$ cat config.mk
export PLATFORM = sky130hd
export DESIGN_NAME = sqcb_seq_top
export DESIGN_NICKNAME = d
export VERILOG_FILES = /design/src/design/sqcb_pkg.sv /design/src/design/sqcb_cache_if.sv /design/src/design/sqcb_seq_top.sv /design/src/design/sqcb_lifo.sv /design/src/design/sqcb_cache_array.sv
export VERILOG_INCLUDE_DIRS = /design/src /design/src/design
export SDC_FILE = /design/constraint.sdc
export NUM_CORES = 2
export LEC_CHECK = 0
export BUFFER_PORTS_ARGS = -buffer_cell sky130_fd_sc_hd__buf_4
export CAP_MARGIN = 20
export CELL_PAD_IN_SITES_DETAIL_PLACEMENT = 1
export CELL_PAD_IN_SITES_GLOBAL_PLACEMENT = 1
export CORE_ASPECT_RATIO = 1.25
export CORE_UTILIZATION = 25
export DETAILED_ROUTE_END_ITERATION = 10
export PLACE_DENSITY_LB_ADDON = 0.05
export RECOVER_POWER = 50
export SLEW_MARGIN = 10
export SYNTH_ARGS = -nofsm -noshare
export SYNTH_HDL_FRONTEND = slang
export SYNTH_SLANG_ARGS = --single-unit
$ cat constraint.sdc
create_clock -name mclk -period 19.9 [get_ports mclk]
set_input_delay 4.975 -clock mclk [delete_from_list [all_inputs] [get_ports mclk]]
set_output_delay 4.975 -clock mclk [all_outputs]
set_load 0.05 [all_outputs]
$ cat src/design/sqcb_defs.svh
// Constants for the sequencer cache and branch unit
`ifndef SQCB_DEFS_SVH
`define SQCB_DEFS_SVH
`define SQCB_AW 24
`define SQCB_IW 24
`define SQCB_SETS 32
`define SQCB_AHEAD 24'h000003
`define SQCB_BLK_MSB 23
`define SQCB_BLK_LSB 14
`define SQCB_CDE 5
`define SQCB_CFZ 6
`define SQCB_CPE 7
`define SQCB_CTL_RESET 8'hA0
`define SQCB_PAGE_RESET 8'h00
`define SQCB_FRZ_LAT 4
`define SQCB_ENA_LAT 5
`define SQCB_LOST_IMM 3'h4
`define SQCB_LOST_DLY 3'h2
`define SQCB_RET_IMM 24'h000001
`define SQCB_RET_DLY 24'h000003
`endif

$ cat src/design/sqcb_pkg.sv
// Types for the sequencer cache and branch unit
`include "sqcb_defs.svh"
package sqcb_pkg;
  typedef enum logic [1:0] {SQCB_JUMP, SQCB_CALL, SQCB_RTS, SQCB_RTI} sqcb_br_op_t;
  typedef enum logic [1:0] {SQCB_ABS, SQCB_PCREL, SQCB_LONG, SQCB_IND} sqcb_br_src_t;
  typedef enum logic {SQCB_RUN, SQCB_MISS} sqcb_fsm_t;
  typedef struct packed {
    sqcb_fsm_t fsm;
    logic [7:0] ctl;
    logic [`SQCB_FRZ_LAT-1:0] frz_pipe;
    logic [`SQCB_ENA_LAT-1:0] cde_pipe;
    logic [`SQCB_ENA_LAT-1:0] cpe_pipe;
    logic [7:0] page;
    logic [`SQCB_AW-1:0] miss_addr;
    logic miss_pm;
    logic [`SQCB_IW-1:0] instr;
    logic instr_vld;
    logic [2:0] lost_cnt;
    logic lost_dly;
    logic redir_vld;
    logic [`SQCB_AW-1:0] redir_addr;
  } sqcb_seq_st_t;
endpackage : sqcb_pkg

$ cat src/design/sqcb_cache_if.sv
// Lookup and fill path between controller and cache array
`timescale 1ns/10ps
interface sqcb_cache_if #(parameter int AW = 24, parameter int IW = 24);
  logic lkp_en;
  logic [AW-1:0] lkp_addr;
  logic hit;
  logic [IW-1:0] hit_instr;
  logic fill_en;
  logic [AW-1:0] fill_addr;
  logic [IW-1:0] fill_instr;
  logic flush;
  modport ctrl (output lkp_en, lkp_addr, fill_en, fill_addr, fill_instr, flush,
                input hit, hit_instr);
  modport array (input lkp_en, lkp_addr, fill_en, fill_addr, fill_instr, flush,
                 output hit, hit_instr);
endinterface : sqcb_cache_if

$ cat src/design/sqcb_seq_top.sv
// Program sequencer instruction cache control and branch unit
`timescale 1ns/10ps
`include "sqcb_defs.svh"
// Overview of operation
// [RQ1] Conflicting fetch is n+3, cache holds it
// [RQ2] Conflict hit delivers cached instruction, no stall
// [RQ3] Conflict miss refetches next cycle, one stall
// [RQ4] Miss fill only when enabled and unfrozen
// [RQ5] 64 entries, 32 sets, index addr[4:0]
// [RQ6] Per-set LRU bit names entry not last used
// [RQ7] Hit compares both entries, LRU points away
// [RQ8] Fill goes to LRU entry, then LRU inverts
// [RQ9] Reset: cache empty, unfrozen and enabled
// [RQ10] Bit 5 enables caching of DM conflicts
// [RQ11] Bit 6 freezes contents, no replacement
// [RQ12] Bit 7 enables caching of PM conflicts
// [RQ13] Software waits a cycle after cache enable; here enables act five cycles after the write
// [RQ14] Flush invalidates every cache entry
// [RQ15] Call pushes return address; jump does not
// [RQ16] Subroutine return pops PC; interrupt return also status
// [RQ17] Conditional branch taken only if condition true
// [RQ18] Immediate branch loses four, delayed two cycles
// [RQ19] Software: no branch as last loop instruction
// [RQ20] Direct targets absolute or 16-bit PC-relative
// [RQ21] Long jump and far call carry 24 bits
// [RQ22] Indirect targets come from an index register
// [RQ23] Indirect target: page byte over index bits
// [RQ24] Freeze bit change acts four cycles later
// [RQ25] Cache used on dual access or same 16K block
// [RQ26] Tag is full 24-bit address, exact match
module sqcb_seq_top #(
  parameter int PCS_DEPTH = 16,
  parameter int STS_W = 16,
  parameter int STS_DEPTH = 16
) (
  // Clock and reset
  input wire logic mclk,
  input wire logic sys_rst,
  // Cache mode control register
  input wire logic ctl_wr_en,
  input wire logic [7:0] ctl_wr_data,
  output logic [7:0] ctl_rd_data,
  input wire logic flush_cache,
  // Indirect branch page register
  input wire logic page_wr_en,
  input wire logic [7:0] page_wr_data,
  output logic [7:0] page_rd_data,
  // Executing instruction and its data accesses
  input wire logic exec_vld,
  input wire logic [`SQCB_AW-1:0] exec_pc,
  input wire logic pm_acc,
  input wire logic dm_acc,
  input wire logic [`SQCB_AW-1:0] data_addr,
  // Fetch pipeline
  input wire logic fetch_req,
  input wire logic [`SQCB_AW-1:0] fetch_addr,
  output logic [`SQCB_IW-1:0] fetch_instr,
  output logic fetch_instr_vld,
  output logic fetch_stall,
  // Program memory over the PM bus
  output logic mem_rd_req,
  output logic [`SQCB_AW-1:0] mem_rd_addr,
  input wire logic [`SQCB_IW-1:0] mem_rd_data,
  // Branch request from the execute stage
  input wire logic br_vld,
  input wire sqcb_pkg::sqcb_br_op_t br_op,
  input wire sqcb_pkg::sqcb_br_src_t br_src,
  input wire logic br_cond,
  input wire logic br_cond_true,
  input wire logic delayed_branch_modifier,
  input wire logic [`SQCB_AW-1:0] br_imm,
  input wire logic [15:0] br_index,
  // Redirect and suppression
  output logic redir_vld,
  output logic [`SQCB_AW-1:0] redir_addr,
  output logic exec_suppress,
  // Stacks
  input wire logic sts_push,
  input wire logic [STS_W-1:0] sts_din,
  output logic [STS_W-1:0] sts_top,
  output logic pcs_empty,
  output logic pcs_full
);
  sqcb_pkg::sqcb_seq_st_t s_r, s_nxt;
  sqcb_cache_if #(.AW(`SQCB_AW), .IW(`SQCB_IW)) cif ();
  logic [`SQCB_AW-1:0] conf_addr;
  logic [`SQCB_AW-1:0] br_target;
  logic [`SQCB_AW-1:0] ret_addr;
  logic [`SQCB_AW-1:0] pcs_top;
  logic conflict;
  logic frz_eff;
  logic cde_eff;
  logic cpe_eff;
  logic miss_ena;
  logic take;
  logic pcs_push;
  logic pcs_pop;
  logic sts_pop;

  // Executing n collides with the fetch of n+3
  assign conf_addr = exec_pc + `SQCB_AHEAD; // RQ1
  assign frz_eff = s_r.frz_pipe[`SQCB_FRZ_LAT-1]; // RQ24
  assign cde_eff = s_r.cde_pipe[`SQCB_ENA_LAT-1];
  assign cpe_eff = s_r.cpe_pipe[`SQCB_ENA_LAT-1];
  assign miss_ena = s_r.miss_pm ? cpe_eff : cde_eff; // RQ10 RQ12

  // Cache needed on dual access or one access in the fetch block
  always_comb begin
    conflict = 1'b0;
    if (s_r.fsm == sqcb_pkg::SQCB_RUN && exec_vld) begin
      conflict = (pm_acc && dm_acc) ||
        ((pm_acc || dm_acc) && data_addr[`SQCB_BLK_MSB:`SQCB_BLK_LSB] ==
         conf_addr[`SQCB_BLK_MSB:`SQCB_BLK_LSB]); // RQ25
    end
  end

  // Cache lookup and fill
  assign cif.lkp_en = conflict;
  assign cif.lkp_addr = conf_addr; // RQ1
  assign cif.flush = flush_cache; // RQ14
  assign cif.fill_addr = s_r.miss_addr;
  assign cif.fill_instr = mem_rd_data;
  // Miss cycle writes only when enabled and not frozen
  assign cif.fill_en = (s_r.fsm == sqcb_pkg::SQCB_MISS) && miss_ena && !frz_eff; // RQ4 RQ11

  // PM bus: the missed fetch goes out one cycle after the access
  assign mem_rd_req = (s_r.fsm == sqcb_pkg::SQCB_MISS) ||
                      (fetch_req && !conflict);
  assign mem_rd_addr = (s_r.fsm == sqcb_pkg::SQCB_MISS) ? s_r.miss_addr : fetch_addr;
  assign fetch_stall = (s_r.fsm == sqcb_pkg::SQCB_MISS); // RQ3

  // Branch decode
  assign exec_suppress = (s_r.lost_cnt != 3'h0) &&
    (!s_r.lost_dly || s_r.lost_cnt <= `SQCB_LOST_DLY); // RQ18
  // Branches in suppressed slots or a stall cycle never act
  assign take = br_vld && !fetch_stall && (s_r.lost_cnt == 3'h0) &&
                (!br_cond || br_cond_true); // RQ17
  // Call return skips the two delay slots when delayed
  assign ret_addr = exec_pc + (delayed_branch_modifier ? `SQCB_RET_DLY : `SQCB_RET_IMM);
  assign pcs_push = take && br_op == sqcb_pkg::SQCB_CALL; // RQ15
  assign pcs_pop = take && (br_op == sqcb_pkg::SQCB_RTS || br_op == sqcb_pkg::SQCB_RTI); // RQ16
  assign sts_pop = take && br_op == sqcb_pkg::SQCB_RTI; // RQ16

  always_comb begin
    br_target = pcs_top; // RQ16
    if (br_op == sqcb_pkg::SQCB_JUMP || br_op == sqcb_pkg::SQCB_CALL) begin
      case (br_src)
        sqcb_pkg::SQCB_ABS: br_target = {exec_pc[23:16], br_imm[15:0]}; // RQ20
        sqcb_pkg::SQCB_PCREL: br_target = exec_pc + {{8{br_imm[15]}}, br_imm[15:0]}; // RQ20
        sqcb_pkg::SQCB_LONG: br_target = br_imm; // RQ21
        sqcb_pkg::SQCB_IND: br_target = {s_r.page, br_index}; // RQ22 RQ23
        default: br_target = br_imm;
      endcase
    end
  end

  // Next state
  always_comb begin
    s_nxt = s_r;
    s_nxt.instr_vld = 1'b0;
    s_nxt.redir_vld = 1'b0;
    if (ctl_wr_en) s_nxt.ctl = ctl_wr_data;
    if (page_wr_en) s_nxt.page = page_wr_data;
    // Mode bits reach the cache through latency pipes
    s_nxt.frz_pipe = {s_r.frz_pipe[`SQCB_FRZ_LAT-2:0], s_nxt.ctl[`SQCB_CFZ]}; // RQ24
    s_nxt.cde_pipe = {s_r.cde_pipe[`SQCB_ENA_LAT-2:0], s_nxt.ctl[`SQCB_CDE]}; // RQ10
    s_nxt.cpe_pipe = {s_r.cpe_pipe[`SQCB_ENA_LAT-2:0], s_nxt.ctl[`SQCB_CPE]}; // RQ12
    case (s_r.fsm)
      sqcb_pkg::SQCB_RUN: begin
        if (conflict) begin
          if (cif.hit) begin
            s_nxt.instr = cif.hit_instr; // RQ2
            s_nxt.instr_vld = 1'b1;
          end else begin
            s_nxt.fsm = sqcb_pkg::SQCB_MISS; // RQ3
            s_nxt.miss_addr = conf_addr;
            s_nxt.miss_pm = pm_acc;
          end
        end else if (fetch_req) begin
          s_nxt.instr = mem_rd_data;
          s_nxt.instr_vld = 1'b1;
        end
      end
      sqcb_pkg::SQCB_MISS: begin
        s_nxt.instr = mem_rd_data; // RQ3
        s_nxt.instr_vld = 1'b1;
        s_nxt.fsm = sqcb_pkg::SQCB_RUN;
      end
      default: s_nxt.fsm = sqcb_pkg::SQCB_RUN;
    endcase
    if (take) begin
      s_nxt.redir_vld = 1'b1;
      s_nxt.redir_addr = br_target;
      s_nxt.lost_cnt = `SQCB_LOST_IMM; // RQ18
      s_nxt.lost_dly = delayed_branch_modifier;
    end else if (s_r.lost_cnt != 3'h0) begin
      s_nxt.lost_cnt = s_r.lost_cnt - 3'h1;
    end
    if (sys_rst) begin
      s_nxt.fsm = sqcb_pkg::SQCB_RUN;
      s_nxt.ctl = `SQCB_CTL_RESET; // RQ9
      s_nxt.frz_pipe = '0;
      s_nxt.cde_pipe = '1;
      s_nxt.cpe_pipe = '1;
      s_nxt.page = `SQCB_PAGE_RESET; // RQ23
      s_nxt.miss_addr = '0;
      s_nxt.miss_pm = 1'b0;
      s_nxt.instr = '0;
      s_nxt.instr_vld = 1'b0;
      s_nxt.lost_cnt = 3'h0;
      s_nxt.lost_dly = 1'b0;
      s_nxt.redir_vld = 1'b0;
      s_nxt.redir_addr = '0;
    end
  end

  always_ff @(posedge mclk) begin
    s_r <= s_nxt;
  end

  assign ctl_rd_data = s_r.ctl;
  assign page_rd_data = s_r.page;
  assign fetch_instr = s_r.instr;
  assign fetch_instr_vld = s_r.instr_vld;
  assign redir_vld = s_r.redir_vld;
  assign redir_addr = s_r.redir_addr;

  sqcb_cache_array #(
    .SETS(`SQCB_SETS),
    .AW(`SQCB_AW),
    .IW(`SQCB_IW)
  ) u_cache (
    .mclk(mclk),
    .sys_rst(sys_rst),
    .cif(cif)
  );

  sqcb_lifo #(
    .W(`SQCB_AW),
    .DEPTH(PCS_DEPTH)
  ) u_pc_stack (
    .mclk(mclk),
    .sys_rst(sys_rst),
    .push(pcs_push),
    .pop(pcs_pop),
    .din(ret_addr),
    .top(pcs_top),
    .empty(pcs_empty),
    .full(pcs_full)
  );

  // Status entries pushed by interrupt entry logic outside
  sqcb_lifo #(
    .W(STS_W),
    .DEPTH(STS_DEPTH)
  ) u_sts_stack (
    .mclk(mclk),
    .sys_rst(sys_rst),
    .push(sts_push),
    .pop(sts_pop),
    .din(sts_din),
    .top(sts_top),
    .empty(),
    .full()
  );
endmodule : sqcb_seq_top

$ cat src/design/sqcb_lifo.sv
// Small LIFO used for the return address and status stacks
`timescale 1ns/10ps
module sqcb_lifo #(
  parameter int W = 24,
  parameter int DEPTH = 16
) (
  // Clock and reset
  input wire logic mclk,
  input wire logic sys_rst,
  // Stack access
  input wire logic push,
  input wire logic pop,
  input wire logic [W-1:0] din,
  output logic [W-1:0] top,
  output logic empty,
  output logic full
);
  localparam int PW = $clog2(DEPTH) + 1;
  typedef struct packed {
    logic [DEPTH-1:0][W-1:0] mem;
    logic [PW-1:0] cnt;
  } sqcb_lifo_st_t;
  sqcb_lifo_st_t s_r, s_nxt;
  assign empty = (s_r.cnt == '0);
  assign full = (s_r.cnt == PW'(DEPTH));
  assign top = empty ? '0 : s_r.mem[s_r.cnt - PW'(1)];
  always_comb begin
    s_nxt = s_r;
    if (sys_rst) begin
      s_nxt.cnt = '0;
    end else if (pop && !empty) begin
      // Pop with push replaces the top entry
      if (push) s_nxt.mem[s_r.cnt - PW'(1)] = din;
      else s_nxt.cnt = s_r.cnt - PW'(1);
    end else if (push && !full) begin
      s_nxt.mem[s_r.cnt] = din;
      s_nxt.cnt = s_r.cnt + PW'(1);
    end
  end
  always_ff @(posedge mclk) begin
    s_r <= s_nxt;
  end
endmodule : sqcb_lifo

$ cat src/design/sqcb_cache_array.sv
// Two-way set-associative instruction cache storage with LRU
`timescale 1ns/10ps
`include "sqcb_defs.svh"
module sqcb_cache_array #(
  parameter int SETS = `SQCB_SETS,
  parameter int AW = `SQCB_AW,
  parameter int IW = `SQCB_IW
) (
  // Clock and reset
  input wire logic mclk,
  input wire logic sys_rst,
  // Controller side
  sqcb_cache_if.array cif
);
  localparam int IB = $clog2(SETS);
  typedef struct packed {
    logic [SETS-1:0][1:0] valid;
    logic [SETS-1:0] lru;
    logic [SETS-1:0][1:0][AW-1:0] tag;
    logic [SETS-1:0][1:0][IW-1:0] data;
  } sqcb_cache_st_t;
  sqcb_cache_st_t s_r, s_nxt;
  logic [IB-1:0] li, fi;
  logic [1:0] hv;
  logic fw;
  function automatic logic [IB-1:0] set_of(input logic [AW-1:0] a);
    return a[IB-1:0];
  endfunction : set_of
  always_comb begin
    li = set_of(cif.lkp_addr); // RQ5
    fi = set_of(cif.fill_addr); // RQ5
    fw = s_r.lru[fi];
    // Full address as tag, so a hit is an exact match
    for (int w = 0; w < 2; w++) begin
      hv[w] = s_r.valid[li][w] && (s_r.tag[li][w] == cif.lkp_addr); // RQ7 RQ26
    end
    cif.hit = |hv;
    cif.hit_instr = hv[1] ? s_r.data[li][1] : s_r.data[li][0];
    s_nxt = s_r;
    if (sys_rst || cif.flush) begin
      s_nxt.valid = '0; // RQ9 RQ14
      if (sys_rst) s_nxt.lru = '0;
    end else if (cif.fill_en) begin
      s_nxt.valid[fi][fw] = 1'b1; // RQ8
      s_nxt.tag[fi][fw] = cif.fill_addr;
      s_nxt.data[fi][fw] = cif.fill_instr;
      s_nxt.lru[fi] = ~fw;
    end else if (cif.lkp_en && cif.hit) begin
      s_nxt.lru[li] = hv[0]; // RQ6 RQ7
    end
  end
  always_ff @(posedge mclk) begin
    s_r <= s_nxt;
  end
endmodule : sqcb_cache_array

==> results.sh <==
export IMPL_io_buffer_count=282
export IMPL_gp_congestion=0.749
export IMPL_power_switching_mw=4.61
export IMPL_final_cell_area_um2=184000
export IMPL_wl_met2_um=314000
export IMPL_cp_endpoint="mem_rd_req"
export IMPL_yosysMostFrequentCell="edfxtp_1"
export IMPL_hold_viol_final=0
export IMPL_ant_nets=0
export IMPL_cts_buffer_depth=4
export IMPL_crit_type="primary input to primary output"
export IMPL_cts_buffers_inserted=445
export IMPL_layout_min_cycle_time_ns=14.31
export IMPL_ctsHoldBuffers=0
export IMPL_preCtsSetupSlack_ns=5.26
export IMPL_die_y_um=889
export IMPL_cp_required_ns=14.93
export IMPL_pwr_density_cell_nw_per_um2=102
export IMPL_cts_sinks=3925
export IMPL_clkLatencyLatePin_ns=1.12
export IMPL_arrival_ns=9.34
export IMPL_r2r_slack_ns=9.17
export IMPL_dr_first_iter_drc_count=6397
export IMPL_worst_slew_pin_slew_ns=4.30
export IMPL_setup_tns_ns=0
export IMPL_violations="max-capacitance violations, max-slew violations"
export IMPL_internal_power_mw=14.2
export IMPL_maxCapViolations=102
export IMPL_viasPerCell=4.79
export IMPL_h_tree_depth=5
export IMPL_crit_start="exec_pc[0]"
export IMPL_fmax_mhz=69.9
export IMPL_grt_pass1_wl_um=808000
export IMPL_synth_enable_flop_cells=3744
export IMPL_p_sw_share_pct=24.5
export IMPL_io_pins=297
export IMPL_post_cts_setup_buffers=0
export IMPL_vias=83000
export IMPL_yosysWarnings=0
export IMPL_synthArstFlopShare_pct=0
export IMPL_yosysTopAreaCell="edfxtp_1"
export IMPL_yosysSeqAreaShare_pct=73.7
export IMPL_reg2regPathDepth=10
export IMPL_setup_worst_path_start_class="primary input"
export IMPL_final_util_pct=29.4
export IMPL_syn_avg_cell_area_um2=19.5
export IMPL_synth_area_top_cells="edfxtp_1, mux4_2, dfxtp_1"
export IMPL_drc=0
export IMPL_rsz0062_at_grt="no"
export IMPL_wl_met3_um=24200
export IMPL_drive_gt1_share_pct=26.5
export IMPL_netlist_area_um2=157000
export IMPL_flow_area_growth_from_synthesis_pct=17.1
export IMPL_coreArea_um2=627000
export IMPL_top_layer="met5"
export IMPL_grt_pass1_vias=89700
export IMPL_nNetsFinal=8837
export IMPL_slew_limit_headroom_pct=-187
export IMPL_finalSetupViolations=0
export IMPL_worstSetupEndpointType="primary output"
export IMPL_r2r_end="u_cache.s_r[124]"
export IMPL_clock_skew_ns=0.103
export IMPL_ys_flop_type="edfxtp_1"
export IMPL_cts_resized=0
export IMPL_wl_um=602000
export IMPL_antenna_found_initial=87
export IMPL_power_frac_comb_pct=8.6
export IMPL_wl_met1_um=252000
export IMPL_synth_top_area_share_pct=71.4
export IMPL_fp_dieW_um=712
export IMPL_final_setup_worst_slack_ns=5.59
export IMPL_cp_max_fo=53
export IMPL_post_route_period_util_pct=71.9
export IMPL_hold_path_class="flop to flop"
export IMPL_grt_ovfl_total=0
export IMPL_synthCells=8086
export IMPL_dr_pass1_iters=5
export IMPL_reg2reg_from="cif.fill_addr[4]"
export IMPL_seqPwrFrac_pct=48.5
export IMPL_wl_per_cell_um=34.7
export IMPL_whs_ns=0.412
export IMPL_leakage_nw=56.3
export IMPL_initial_utilization_pct=25.1
export IMPL_status="complete, but fails checks"
export IMPL_synthTopCellsByCount="edfxtp_1, mux4_2, nor2_1, o22ai_1, clkbuf_1"
export IMPL_synth_nets=8320
export IMPL_clock_root_buffer="clkbuf_16"
export IMPL_slew_violations=4410
export IMPL_grt_usage_pct=18.6
export IMPL_grt_max_degree=126
export IMPL_p_clk_share_pct=42.9
export IMPL_hpwl_um=359000
export IMPL_die_area_um2=633000
export IMPL_row_count=325
export IMPL_cts_tree="yes"
export IMPL_placed_area_um2=171000
export IMPL_yosys_register_bits=3925
export IMPL_nFillCells=63500
export IMPL_min_path_cells=1
export IMPL_clk_pin_slew_ns=0.06
export IMPL_yosys_cell_types_count=90
export IMPL_vdd_drop_max_mv=0.0767
## sequential cells by signal, summed over array words and instances, names as in the netlist, 7 cells and up
register and flops:
ctl_rd_data 7, u_pc_stack.s_r 389, page_rd_data 8, redir_addr 24, fetch_instr 24, u_cache.s_r 3168, s_r 14, cif.fill_addr 24
u_sts_stack.s_r 261
## per-layer routing
layer,global-route usage (%),vias to the layer above
li1,-,34200
met1,23.6,46200
met2,34.2,2028
met3,2.37,607
met4,3.54,8
met5,0,-
## stage by stage
stage          total power [mW]  std cells
6_report                   18.8      17300
5_1_grt                    19.4      17300
4_1_cts                    19.1      17300
3_5_place_dp               11.0      16500
3_3_place_gp               11.0      16500
2_1_floorplan              10.3       8086
## power groups by stage
stage | clock [mW] | sequential, mW | combinational (mW)
floorplan | 0 | 9.26 | 0.994
finish | 8.06 | 9.11 | 1.62
global placement | 0 | 9.27 | 1.68
CTS | 8.33 | 9.10 | 1.70
detailed placement | 0 | 9.27 | 1.70
global route | 8.59 | 9.11 | 1.73
## cells by family (layout without fill, tap and decap cells)
family                   after synthesis  after routing  synth area share (%)
flip-flops                          3925           3925                  73.7
AND/OR/NAND/NOR                     1312           1312                  4.16
multiplexers                        1087           1087                  14.9
AO/OA/AOI/OAI                        949            949                  4.04
buffers and inverters                663           1546                  2.12
XOR/XNOR                             102            102                 0.651
adder cells (fa/ha/maj)               48             48                 0.391
other                                  0             17                     0
## cells in the final DEF, fill, tap and decap left out, drive strengths merged, types with 28 or more instances in the layout
| master | netlist | layout |
|---|---|---|
| clkbuf | 316 | 727 |
| nor2 | 586 | 586 |
| o21ai | 75 | 75 |
| nor2b | 65 | 65 |
| xnor2 | 47 | 47 |
| nand3 | 37 | 37 |
| a21o | 72 | 72 |
| a21oi | 182 | 182 |
| a31oi | 47 | 47 |
| inv | 67 | 79 |
| clkinv | 0 | 191 |
| ha | 46 | 46 |
| mux4 | 998 | 998 |
| nor4 | 83 | 83 |
| mux2 | 49 | 49 |
| and3 | 28 | 28 |
| o22ai | 347 | 347 |
| nand2 | 122 | 122 |
| bufinv | 0 | 28 |
| a22oi | 53 | 53 |
| mux2i | 40 | 40 |
| buf | 280 | 513 |
| and2 | 268 | 268 |
| xor2 | 46 | 46 |
| dfxtp | 181 | 181 |
| edfxtp | 3744 | 3744 |
| a211oi | 57 | 57 |
## worst min path at each step
| stage | from | to |
|---|---|---|
| 2_1_floorplan | s_r[95] | cde_eff |
| 3_3_place_gp | s_r[94] | s_r[95] |
| 3_5_place_dp | s_r[94] | s_r[95] |
| 4_1_cts | s_r[94] | s_r[95] |
| 5_1_grt | s_r[94] | s_r[95] |
| 6_report | s_r[94] | s_r[95] |
## worst max-delay path, stage by stage
cell,delay [ns]
buf_16,0.29
inv_1,0.24
ha_1,0.44
nand2b_1,0.28
nor4_1,0.44
xor2_1,0.80
xnor2_1,0.20
nand3_1,0.13
nor4_1,0.37
a211oi_2,0.09
buf_4,0.21
a21oi_1,0.37
inv_1,0.11
buf_4,0.22
## layout make-up
cell class / instances / area [um2] / share of cell area [%]
multi-input cells: 3498 / 38800 / 21.1
clock buffers: 574 / 11800 / 6.43
flip-flops and latches: 3925 / 116000 / 63.0
repair buffers: 666 / 4650 / 2.53
diodes: 17 / 42.5 / 0.0231
well taps: 8338 / 10400 / 5.66
clock inverters: 239 / 2150 / 1.17
inverters: 67 / 251 / 0.136
Note: power is estimated with default switching activity, not from simulation.
